==> src/core/hsp_map.vh <==
`ifndef HSP_MAP_VH
`define HSP_MAP_VH
`define HSP_OFF_STRUCT       8'h04
`define HSP_BIT_PORT_IND     16
`define HSP_CC_MSB           15
`define HSP_CC_LSB           12
`define HSP_PCC_MSB          11
`define HSP_PCC_LSB          8
`define HSP_BIT_ROUTE        7
`define HSP_BIT_PWR          4
`define HSP_PORTS_MSB        3
`define HSP_PORTS_LSB        0
`define HSP_RST_CC           4'h2
`define HSP_RST_PCC          4'h2
`define HSP_RST_ROUTE        1'h1
`define HSP_RST_PWR          1'h1
`define HSP_RST_PORTS        4'h4
`define HSP_OFF_PORT0        8'h44
`define HSP_PORT_STRIDE      8'h04
`define HSP_PORT_IND_MSB     15
`define HSP_PORT_IND_LSB     14
`define HSP_PORT_PWR         12
`endif

==> src/core/hsp_port_ctl.v <==
`timescale 1ns/1ps
`default_nettype none
// ----------------------------------------------------------------
// Per-port indicator and power control fields.
// ----------------------------------------------------------------
module hsp_port_ctl #(
	parameter N_PORTS = 4
) (
	input  wire                 i_clk,
	input  wire                 i_rstn,
	input  wire                 i_ind_cap,
	input  wire                 i_pwr_cap,
	input  wire [N_PORTS-1:0]   i_wr_en,
	input  wire [1:0]           i_wr_ind,
	input  wire                 i_wr_pwr,
	output wire [2*N_PORTS-1:0] o_ind,
	output wire [N_PORTS-1:0]   o_pwr
);
	genvar g;
	generate
		for (g = 0; g < N_PORTS; g = g + 1) begin : port
			reg [1:0] ind_reg;
			reg       pwr_reg;
			always @(posedge i_clk) begin
				if (!i_rstn) begin
					ind_reg <= 2'h0;
					pwr_reg <= 1'h0;
				end else if (i_wr_en[g]) begin
					// Indicator field exists only when capable.
					ind_reg <= i_ind_cap ? i_wr_ind : 2'h0;
					pwr_reg <= i_wr_pwr;
				end
			end
			assign o_ind[2*g+1:2*g] = ind_reg;
			// Without switches the ports are always powered.
			assign o_pwr[g] = i_pwr_cap ? pwr_reg : 1'h1;
		end
	endgenerate
endmodule
`default_nettype wire

==> src/core/hsp_struct_params.v <==
// How it works
// - Port indicator bit 16 loads from amber strap three during reset.
// - Indicator capable means each port gets a writable indicator field.
// - Companion count in bits 15..12; zero means high-speed only.
// - Nonzero companion count enables port ownership hand-off.
// - Ports per companion in bits 11..8 reports routing group size.
// - Ports per companion times companions must cover all ports.
// - Routing bit 7 zero maps consecutive port groups to companions.
// - Routing bit one takes companion per port from route array.
// - Bit 4 reads one when ports have power switches.
// - Port power field behaviour follows the power switch bit.
// - Bits 3..0 give port count; that many port registers exist.
// - Port count is always 1h to Fh, never zero.
// - Register sits at offset 04h and is read only.
`timescale 1ns/1ps
`default_nettype none
`include "hsp_map.vh"
module hsp_struct_params #(
	parameter [3:0] N_PORTS  = `HSP_RST_PORTS,
	parameter [3:0] N_CC     = `HSP_RST_CC,
	parameter [3:0] PORTS_PER_COMPANION    = `HSP_RST_PCC,
	parameter       ROUTE    = `HSP_RST_ROUTE,
	parameter       PWR_CAP  = `HSP_RST_PWR,
	parameter [4*15-1:0] ROUTE_ARRAY = 60'h0
) (
	input  wire                 i_clk,
	input  wire                 i_rstn,
	input  wire                 i_amber_led_strap_three,
	input  wire [7:0]           i_addr,
	input  wire                 i_rd,
	input  wire                 i_wr,
	input  wire [31:0]          i_wdata,
	input  wire [3:0]           i_port_sel,
	output reg  [31:0]          o_rdata,
	output wire                 o_handoff_enable,
	output reg  [3:0]           o_port_companion,
	output wire [14:0]          o_port_reg_valid,
	output wire [2*N_PORTS-1:0] o_port_ind,
	output wire [N_PORTS-1:0]   o_port_pwr
);
	// ----------------------------------------------------------------
	// Strap capture.
	// ----------------------------------------------------------------
	reg  strap_s1_reg;
	reg  strap_s2_reg;
	reg  ind_cap_reg;
	always @(posedge i_clk) begin
		strap_s1_reg <= i_amber_led_strap_three;
		strap_s2_reg <= strap_s1_reg;
		if (!i_rstn)
			ind_cap_reg <= strap_s2_reg;
	end

	// ----------------------------------------------------------------
	// Decode helpers.
	// ----------------------------------------------------------------
	// Matches the byte offset of the port register of port n.
	function port_hit;
		input [7:0] addr;
		input integer n;
		begin
			port_hit = (addr == `HSP_OFF_PORT0 + `HSP_PORT_STRIDE * n);
		end
	endfunction

	// Counts the full companion groups that lie below a port.
	function [3:0] group_of;
		input [3:0] sel;
		input [3:0] pcc;
		integer     k;
		begin
			group_of = 4'h0;
			for (k = 1; k < 16; k = k + 1) begin
				if (k[3:0] <= sel && pcc != 4'h0 && k[3:0] % pcc == 4'h0)
					group_of = group_of + 4'h1;
			end
		end
	endfunction

	// Keeps a group index inside the companions that exist.
	function [3:0] clamp_group;
		input [3:0] grp;
		input [3:0] cc;
		begin
			if (grp < cc)
				clamp_group = grp;
			else
				clamp_group = cc - 4'h1;
		end
	endfunction

	// Picks the explicit companion entry of a port.
	function [3:0] route_entry;
		input [3:0] sel;
		begin
			route_entry = ROUTE_ARRAY[4*sel +: 4];
		end
	endfunction

	function [31:0] port_word;
		input [1:0] ind;
		input       pwr;
		begin
			port_word = 32'h0;
			port_word[`HSP_PORT_IND_MSB:`HSP_PORT_IND_LSB] = ind;
			port_word[`HSP_PORT_PWR] = pwr;
		end
	endfunction

	// ----------------------------------------------------------------
	// Derived values.
	// ----------------------------------------------------------------
	wire [3:0] ports_eff;
	wire [3:0] pcc_eff;
	wire       has_cc;
	wire       pcc_zero;
	assign ports_eff = (N_PORTS == 4'h0) ? 4'h1 : N_PORTS;
	assign has_cc = (N_CC != 4'h0);
	assign pcc_zero = (PORTS_PER_COMPANION == 4'h0);
	assign pcc_eff = (has_cc && pcc_zero) ? ports_eff : PORTS_PER_COMPANION;
	assign o_handoff_enable = has_cc;

	// ----------------------------------------------------------------
	// Register value.
	// ----------------------------------------------------------------
	wire [31:0] struct_val;
	assign struct_val[31:17] = 15'h0;
	assign struct_val[`HSP_BIT_PORT_IND] = ind_cap_reg;
	assign struct_val[`HSP_CC_MSB:`HSP_CC_LSB] = N_CC;
	assign struct_val[`HSP_PCC_MSB:`HSP_PCC_LSB] = pcc_eff;
	assign struct_val[`HSP_BIT_ROUTE] = ROUTE[0];
	assign struct_val[6:5] = 2'h0;
	assign struct_val[`HSP_BIT_PWR] = PWR_CAP[0];
	assign struct_val[`HSP_PORTS_MSB:`HSP_PORTS_LSB] = ports_eff;

	// ----------------------------------------------------------------
	// Address decode.
	// ----------------------------------------------------------------
	wire               struct_hit;
	wire [N_PORTS-1:0] port_sel_hit;
	wire [N_PORTS-1:0] port_wr;
	assign struct_hit = (i_addr == `HSP_OFF_STRUCT);
	genvar g;
	generate
		for (g = 0; g < N_PORTS; g = g + 1) begin : pw
			assign port_sel_hit[g] = port_hit(i_addr, g);
			assign port_wr[g] = i_wr && port_sel_hit[g];
		end
	endgenerate

	// ----------------------------------------------------------------
	// Read data.
	// ----------------------------------------------------------------
	reg [31:0] port_rdata;
	integer    pn;
	always @* begin
		port_rdata = 32'h0;
		for (pn = 0; pn < N_PORTS; pn = pn + 1) begin
			if (port_sel_hit[pn])
				port_rdata = port_word(o_port_ind[2*pn+:2], o_port_pwr[pn]);
		end
	end

	always @(posedge i_clk) begin
		if (!i_rstn)
			o_rdata <= 32'h0;
		else if (i_rd && struct_hit)
			o_rdata <= struct_val;
		else if (i_rd && |port_sel_hit)
			o_rdata <= port_rdata;
		else if (i_rd)
			o_rdata <= 32'h0;
	end

	// ----------------------------------------------------------------
	// Port routing.
	// ----------------------------------------------------------------
	wire [3:0] sel_group;
	wire [3:0] sel_seq;
	wire       sel_out;
	assign sel_group = group_of(i_port_sel, pcc_eff);
	assign sel_seq = clamp_group(sel_group, N_CC);
	assign sel_out = (i_port_sel >= ports_eff);

	always @(posedge i_clk) begin
		if (!i_rstn)
			o_port_companion <= 4'h0;
		else if (!has_cc || sel_out)
			o_port_companion <= 4'h0;
		else if (ROUTE[0])
			o_port_companion <= route_entry(i_port_sel);
		else
			o_port_companion <= sel_seq;
	end

	// ----------------------------------------------------------------
	// Port register presence.
	// ----------------------------------------------------------------
	generate
		for (g = 0; g < 15; g = g + 1) begin : pv
			assign o_port_reg_valid[g] = (g < ports_eff);
		end
	endgenerate

	// ----------------------------------------------------------------
	// Port control fields.
	// ----------------------------------------------------------------
	hsp_port_ctl #(
		.N_PORTS (N_PORTS)
	) u_port (
		.i_clk     (i_clk),
		.i_rstn    (i_rstn),
		.i_ind_cap (ind_cap_reg),
		.i_pwr_cap (PWR_CAP[0]),
		.i_wr_en   (port_wr),
		.i_wr_ind  (i_wdata[`HSP_PORT_IND_MSB:`HSP_PORT_IND_LSB]),
		.i_wr_pwr  (i_wdata[`HSP_PORT_PWR]),
		.o_ind     (o_port_ind),
		.o_pwr     (o_port_pwr)
	);
endmodule
`default_nettype wire

==> config.mk <==
export PLATFORM = sky130hd
export DESIGN_NAME = hsp_struct_params
export DESIGN_NICKNAME = d
export VERILOG_FILES = /design/src/core/hsp_port_ctl.v /design/src/core/hsp_struct_params.v
export VERILOG_INCLUDE_DIRS = /design/src /design/src/core
export SDC_FILE = /design/constraint.sdc
export NUM_CORES = 1
export LEC_CHECK = 0
export BUFFER_PORTS_ARGS = -buffer_cell sky130_fd_sc_hd__clkbuf_2
export CAP_MARGIN = 20
export CORE_MARGIN = 10
export CORE_UTILIZATION = 39
export DETAILED_ROUTE_END_ITERATION = 16
export MAX_ROUTING_LAYER = met4
export PLACE_DENSITY = 0.8
export SLEW_MARGIN = 0
export SYNTH_ARGS = -nofsm -noshare
export SYNTH_HDL_FRONTEND = slang
export SYNTH_SLANG_ARGS = --single-unit
==> constraint.sdc <==
create_clock -name i_clk -period 2.2 [get_ports i_clk]
set_input_delay 0.44 -clock i_clk [delete_from_list [all_inputs] [get_ports i_clk]]
set_output_delay 0.44 -clock i_clk [all_outputs]
set_load 0.03 [all_outputs]
# Word level (Yosys, flattened, before mapping)
# Cells that the tools add are included.
# W data, S select, Z words.
# word_totals
register_bits	51
in_bits	49
word_cells	41
# op_classes
n_lt_le_gt_ge	1
n_eq_ne	5
shift	1
n_mux	8
bitwise_logic	1
n_reduce_logical	11
# op_table
operator	n
$mux W32	5
$shiftx A60 B7 Y4 const A	1
$eq A8 B7 Y1 const B	4
$mux W17	1
$mux W16	1
$eq A8 B3 Y1 const B	1
$logic_and A1 B1 Y1	6
$ge A4 B3 Y1 const B	1
$reduce_or A2 Y1	2
$reduce_or A4 Y1	1
$reduce_bool A3 Y1	1
$mux W2	1
$reduce_bool A2 Y1	1
$not A1 Y1	1

# Logic depth before layout (Yosys ltp)
# Gate-level depths: netlist (run 1).
# logic_depth
word_depth	7
depth_mapped	5

# Hierarchy
# From an unflattened synthesis (run 1), not the netlist that was laid out.
# hier_totals
hier_cells	146
area_unflattened_um2	1296.2
# modules_own_cells
module	instances	cells_per_inst	area_per_inst_um2
hsp_struct_params	1	99	827.0
hsp_port_ctl	1	47	469.2

# Least setup slack after synthesis (run 1)
# OpenSTA, ideal clock, no wires.
# synth_path
path_kind	input to register
startpoint	input i_addr[3]
endpoint	register o_rdata[12]
setup_time_ps	101
t_arrival_ps	1600
t_required_ps	2099
path_slack_ps	499
path_stages	5
path_buffers	2
path_cell_list	buf_6 > or3b_1 > buf_2 > a211o_1 > o41ai_1
# synth_between
elab_chain_len	6
elab_cells_between_ends	15
cone_classes	eq/ne: 5; mux: 5; reduce/logical: 5
# synth_lines
item	line	source
start: declaration	hsp_struct_params.v:29	input wire [7:0] i_addr,
$eq A8 B7 Y1	hsp_struct_params.v:62	port_hit = (addr == `HSP_OFF_PORT0 + `HSP_PORT_STRIDE * n);
$mux W16	hsp_struct_params.v:159	if (port_sel_hit[pn])
$mux W32 (3 in a row)	hsp_struct_params.v:159	
$mux W32	hsp_struct_params.v:169	else if (i_rd && |port_sel_hit)
end signal: assignment	hsp_struct_params.v:168	o_rdata <= struct_val;
end signal: assignment	hsp_struct_params.v:170	o_rdata <= port_rdata;
end: declaration	hsp_struct_params.v:34	output reg [31:0] o_rdata,
# Several ways; a longest one is shown, not always the timed one.
# A chain may end at the register's enable or synchronous reset.

# Worst setup path in the final report (run 1)
# layout_path
startpoint	input i_addr[4]
endpoint	register o_rdata[12]
# Same word-level chain as after synthesis.

==> results of run 1 <==
[cells by family (layout without fill, tap and decap cells)]
group | count (synthesis) | after routing
buffers and inverters | 65 | 47
AND/OR/NAND/NOR | 46 | 46
AO/OA/AOI/OAI | 28 | 28
flip-flops | 20 | 20
multiplexers | 6 | 6
other | 2 | 43
[routing by layer]
metal | vias up | part of all wire, % | global-route usage [%] | wire [microns]
met4 | 0 | 0.24 | 1.056 | 8
met2 | 64 | 46 | 16.21 | 1560
met1 | 518 | 40 | 10.94 | 1361
met5 | - | 0 | - | 0
met3 | 2 | 13 | 5.568 | 439
li1 | 548 | - | - | -
[metrics by stage]
stage | worst slack (ns) | power, mW | area (sq um) | instances | hold WS, ns
3_5_place_dp | 0.3095 | 0.5445 | 1394 | 232 | 0.3146
2_1_floorplan | 0.4995 | 0.5780 | 1563 | 208 | 0.3096
3_3_place_gp | 0.3177 | 0.5427 | 1394 | 232 | 0.3125
4_1_cts | 0.6359 | 0.7602 | 1430 | 236 | 0.2253
5_1_grt | 0.5123 | 0.7892 | 1430 | 236 | 0.2154
6_report | 0.6247 | 0.7529 | 1430 | 236 | 0.2406
[report_power, final]
part	internal, mW	switching [mW]
combinational	0.0273	0.144
sequential	0.368	0.00113
clock	0.101	0.111
[placed cells by master, fill, tap and decap left out, drive strengths merged]
master	instances
a32oi	1
and3b	1
o31ai	9
a21oi	10
a211o	1
or3b	2
nand2b	1
or4bb	1
edfxtp	1
nand2	12
o21bai	1
nor2b	2
buf	3
o221a	3
nand4	11
inv	4
dfxtp	19
nand3b	3
conb	43
clkbuf	40
and2	3
nor4	4
nor3b	1
o41ai	3
mux2i	6
or4	1
nor4bb	1
and4b	1
nor2	1
nand4b	1
[layout make-up]
class	instances	area [sq um]	share of cell area [%]
Tap cell	46	57.56	4.025
Multi-Input combinational cell	123	708.2	49.52
Sequential cell	20	410.4	28.70
Timing Repair Buffer	39	202.7	14.17
Inverter	4	15.01	1.050
Clock buffer	4	36.28	2.537
[how the worst max path moves through the flow]
stage,end,cells after the start
global route,o_rdata[12]$_SDFFE_PP0P_,4
global placement,o_rdata[15]$_SDFFE_PP0P_,4
CTS,o_rdata[12]$_SDFFE_PP0P_,4
detailed placement,o_rdata[12]$_SDFFE_PP0P_,4
finish,o_rdata[12]$_SDFFE_PP0P_,4
floorplan,o_rdata[12]$_SDFFE_PP0P_,5
[worst max-delay path, stage by stage]
cell and delay [ns]:
clkbuf_2 0.20, or3b_1 0.49, a211o_1 0.34, o41ai_1 0.33
==> results by group, run 1 <==
Floorplan
  • IO Count: 113
  • DIE HEIGHT: 80.11 microns
  • Core area: 3416 sq um
  • Chip width: 80.11 microns
  • Die area: 6417 sq um
  • Site row count: 21
  • Initial Utilization: 41.25%

Finish
  • Nets@finish: 240
  • Max FFs per register: 8
  • Utilization after layout: 41.87%
  • Antenna diodes: 0
  • Syn-to-layout area delta: 1.510%
  • Share of layout cells above drive strength 1: 24.21%
  • FILL cells: 366

Setup path
  • R2R depth: 3
  • CP Class: input port to flop
  • CP Launch Type: input port
  • FF-to-FF setup slack: 1.06 ns
  • Arrival time at the worst endpoint: 1.79 ns
  • R2R Path End: o_rdata[14]$_SDFFE_PP0P_
  • Crit end category: flop
  • CP max FO: 13
  • CP Launch Point: i_addr[4]
  • Worst R2R Start: u_port.port[1].ind_reg[0]$_SDFFE_PN0P_
  • Critical Path RT: 2.41 ns

Synth
  • Compound-Gate Fraction of Synth Area: 14.39%
  • Post-Syn Instances: 167
  • Yosys top cell area share: 27.18%
  • Post-synth EDFFs: 1
  • Post-Syn Area: 1409 sq um
  • Primary FF master, synth: dfxtp_1
  • Synth area leader: buf_4
  • Avg Inst Size Synth: 8.436 sq um
  • Yosys cell types: 32
  • Most frequent cells after synthesis: 51 x buf_4, 19 x dfxtp_1, 12 x nand2_1
  • YS warnings: 0
  • Synth Area in Adders: 0%
  • Synthesized flop and latch total: 20
  • Seq/Total Area, Yosys: 29.13%
  • Synth area leaders: buf_4 27%, dfxtp_1 27%, nand4_1 4.9%
  • Largest family of logic cells by synthesized area: buffers and inverters
  • Synth async-reset ratio: 0%
  • Post-Synth Simple-Gate Area: 20.16%
  • Top-count cell post-synth: buf_4
  • Post-synthesis mux area share: 4.263%
  • Post-Synth XOR/XNOR Area: 0%

Timing
  • Final TNS setup: 0 ns
  • Final hold vios: 0
  • Final Critical Period: 1.575 ns
  • Clock Skew: 0.01195 ns
  • Worst Max-Slew Pin Slew: 0.5717 ns
  • Count of final setup violators: 0
  • RSZ-0062 raised after global routing: no
  • Max Transition Viols Final: 0
  • Final Cycle Share: 71.60%
  • Worst rel slew slack: 61.54%
  • FMAX: 634.8 MHz

Global route
  • First-pass GRT wire length: 5.175 mm
  • Vias in the first global route: 1125
  • Antenna violations before repair: 0
  • Largest net degree at the start of global routing: 15
  • Total global routing overflow: 0
  • Gr usage total: 10.04%

Drt
  • Via density: 4.797
  • DRC: 0
  • DR pass1 iterations: 4
  • 1st-iter DRT viols: 56
  • Via Count: 1132
  • Post-DRT Antenna Nets: 0
  • Routed Wire Length: 3.369 mm
  • Avg WL per Cell: 14.28 microns

Run status
  • Outcome: finished, final reports clean

Clock tree
  • CTS tree: done
  • # hold bufs at CTS: 0
  • Total CTS buffers: 3
  • # resized after CTS: 0
  • Reg clk slew, reported paths: 0.12 ns
  • Clock Sinks: 20
  • Setup bufs post-CTS: 0
  • CTS H-tree lvls: 1
  • CTS Root Cell: clkbuf_4
  • Clock Path Buffers: 2
  • Clk_lat worst skew: 0.30 ns

Power
  • Peak VDD IR: 0.0003080 V
  • Leak: 0.6621 nW
  • Cell Pwr Density: 526.5 nW/um^2

Placed design
  • Routability congestion estimate: 0.8703
  • Post-DP HPWL: 2.834 mm
  • Port Buf Inserts: 36

Worst hold path
  • HP Class: input port to flop
  • Hold depth: 1
  • Hold_sp: i_amber_led_strap_three
  • Hold EP: strap_s1_reg$_DFF_P_

Run
  • MaxCap Viol Count: 0
Note: power is estimated with default switching activity, not from simulation.
==> inputs of run 2 (changes only) <==
- clock period: 2.2 -> 1.5 ns (I/O delays scaled with it)
==> run 2 against run 1 <==
  * Die area unchanged
  * Critical path depth up 1
  * Worst hold slack worse by 0.14 ns
  * Critical path type unchanged
  * Routed wire length up 2.2%
  * Register-to-register slack worse by 0.82 ns
  * Combinational power up 56%
  * Final cell count up 3.8%
  * Critical endpoint is now u_port.port[0].ind_reg[0]$_SDFFE_PN0P_
  * Worst setup slack worse by 0.40 ns
==> results by group, run 2 (synthesized netlist as in run 1, its figures left out) <==
Setup path
  • Worst path slowest cell: or4_1
  • Arrival time at the worst endpoint: 1.47 ns
  • Critical Path RT: 1.69 ns
  • CP max FO: 12
  • CP Class: input port to flop
  • Max stage delay on crit path: 0.52 ns
  • Critical-path cell list: clkbuf_2 -> or4_1 -> buf_4 -> o31ai_1 -> a21oi_1
  • CP Launch Type: input port
  • Crit end category: flop

Global route
  • Total global routing overflow: 0
  • Met2 Use GR: 17.01%
  • Largest net degree at the start of global routing: 14
  • Vias in the first global route: 1191
  • Antenna violations before repair: 0
  • GR peak layer: met2
  • Gr usage total: 10.41%
  • Met1 Usage GRT: 11.71%
  • Met3 Resource Use GR: 4.454%
  • First-pass GRT wire length: 5.388 mm

Worst hold path
  • HP Class: input port to flop

Clock tree
  • Total CTS buffers: 3
  • Clk_lat worst skew: 0.30 ns
  • Setup bufs post-CTS: 0
  • # resized after CTS: 0
  • Clock Path Buffers: 2
  • Clock Sinks: 20
  • CTS tree: done
  • Reg clk slew, reported paths: 0.11 ns
  • CTS Root Cell: clkbuf_4
  • CTS H-tree lvls: 1
  • # hold bufs at CTS: 0

Drt
  • Routed Wire Length: 3.443 mm
  • DR pass1 iterations: 4
  • Via density: 4.641
  • DRC: 0
  • 1st-iter DRT viols: 59
  • Via Count: 1137
  • Avg WL per Cell: 14.05 microns
  • Post-DRT Antenna Nets: 0

Placed design
  • Post-DP HPWL: 2.923 mm
  • Port Buf Inserts: 36
  • Routability congestion estimate: 0.8885

Timing
  • Final Cycle Share: 85.23%
  • Final TNS setup: 0 ns
  • Final hold vios: 0
  • Clock Skew: 0.001606 ns
  • Final Critical Period: 1.278 ns
  • FMAX: 782.2 MHz
  • Max Transition Viols Final: 0
  • Count of final setup violators: 0
  • RSZ-0062 raised after global routing: no

Finish
  • Utilization after layout: 43.74%
  • Commonest cells after routing, fill and taps aside: 43 x conb_1, 36 x clkbuf_2, 19 x dfxtp_1, 12 x nand2_1, 12 x buf_4
  • Commonest non-fill, non-tap cell in the layout: conb_1
  • Syn-to-layout area delta: 6.039%
  • Nets@finish: 249
  • Antenna diodes: 0
  • Max FFs per register: 8
  • Share of layout cells above drive strength 1: 27.64%

Run status
  • Outcome: finished, final reports clean

Run
  • MaxCap Viol Count: 0

Floorplan
  • DIE HEIGHT: 80.11 microns
  • Chip width: 80.11 microns
  • Site row count: 21
  • Core area: 3416 sq um
  • Die area: 6417 sq um
  • Initial Utilization: 41.25%
  • IO Count: 113

Power
  • Peak VDD IR: 0.0004503 V
  • Cell Pwr Density: 717.5 nW/um^2
  • Leak: 0.6998 nW
==> run 2: changes by cell type in the layout (fill, tap and decap cells not counted) <==
cell / change
buf_4: +9
clkbuf_1: +1
clkbuf_8: -1
nor4_1: -1
nor4_2: +1
==> run 2: metrics by stage <==
stage                     area, sq um  power, mW  std cells  hold slack [ns]  worst slack, ns
after floorplan                  1564     0.8479        208           0.3096         -0.02844
after global routing             1494      1.127        245          0.06762           0.1557
after global placement           1468     0.8124        241           0.3138         -0.06609
after CTS                        1494      1.078        245          0.08326           0.2189
after detailed placement         1468     0.8144        241           0.3295         -0.07347
final                            1494      1.072        245          0.09677           0.2216
==> run 2: critical path: cells and delay by family <==
| family | cells | cell delay (ns) |
|---|---|---|
| simple gates | 1 | 0.52 |
| compound gates | 2 | 0.37 |
| buf+inv | 2 | 0.29 |
==> run 2: path summary, 6_finish.rpt <==
path / startpoint / end / slack, ns / cells after the start
max: i_addr[7] / u_port.port[0].ind_reg[0]$_SDFFE_PN0P_ / 0.22 / 5
min: i_amber_led_strap_three / strap_s1_reg$_DFF_P_ / 0.1 / 1
max reg2reg: u_port.port[1].ind_reg[1]$_SDFFE_PN0P_ / o_rdata[15]$_SDFFE_PP0P_ / 0.24 / 3
min reg2reg: strap_s1_reg$_DFF_P_ / strap_s2_reg$_DFF_P_ / 0.35 / 0
==> run 2: where the power goes <==
group          internal, mW  switching, mW  total (mW)
clock                 0.104          0.158       0.261
combinational        0.0529          0.216       0.269
sequential            0.540        0.00183       0.542
==> run 2: final cells by class <==
class                           instances  area, sq um
Fill cell                             349         1922
Multi-Input combinational cell        123        714.4
Sequential cell                        20        410.4
Timing Repair Buffer                   48        270.3
Tap cell                               46        57.56
Clock buffer                            4        26.28
Inverter                                4        15.01
==> run 2: routing by layer <==
layer	part of all wire [%]	vias to the layer above
met1	44	509
met5	0	-
li1	-	568
met3	9.7	5
met2	46	55
met4	0.41	0
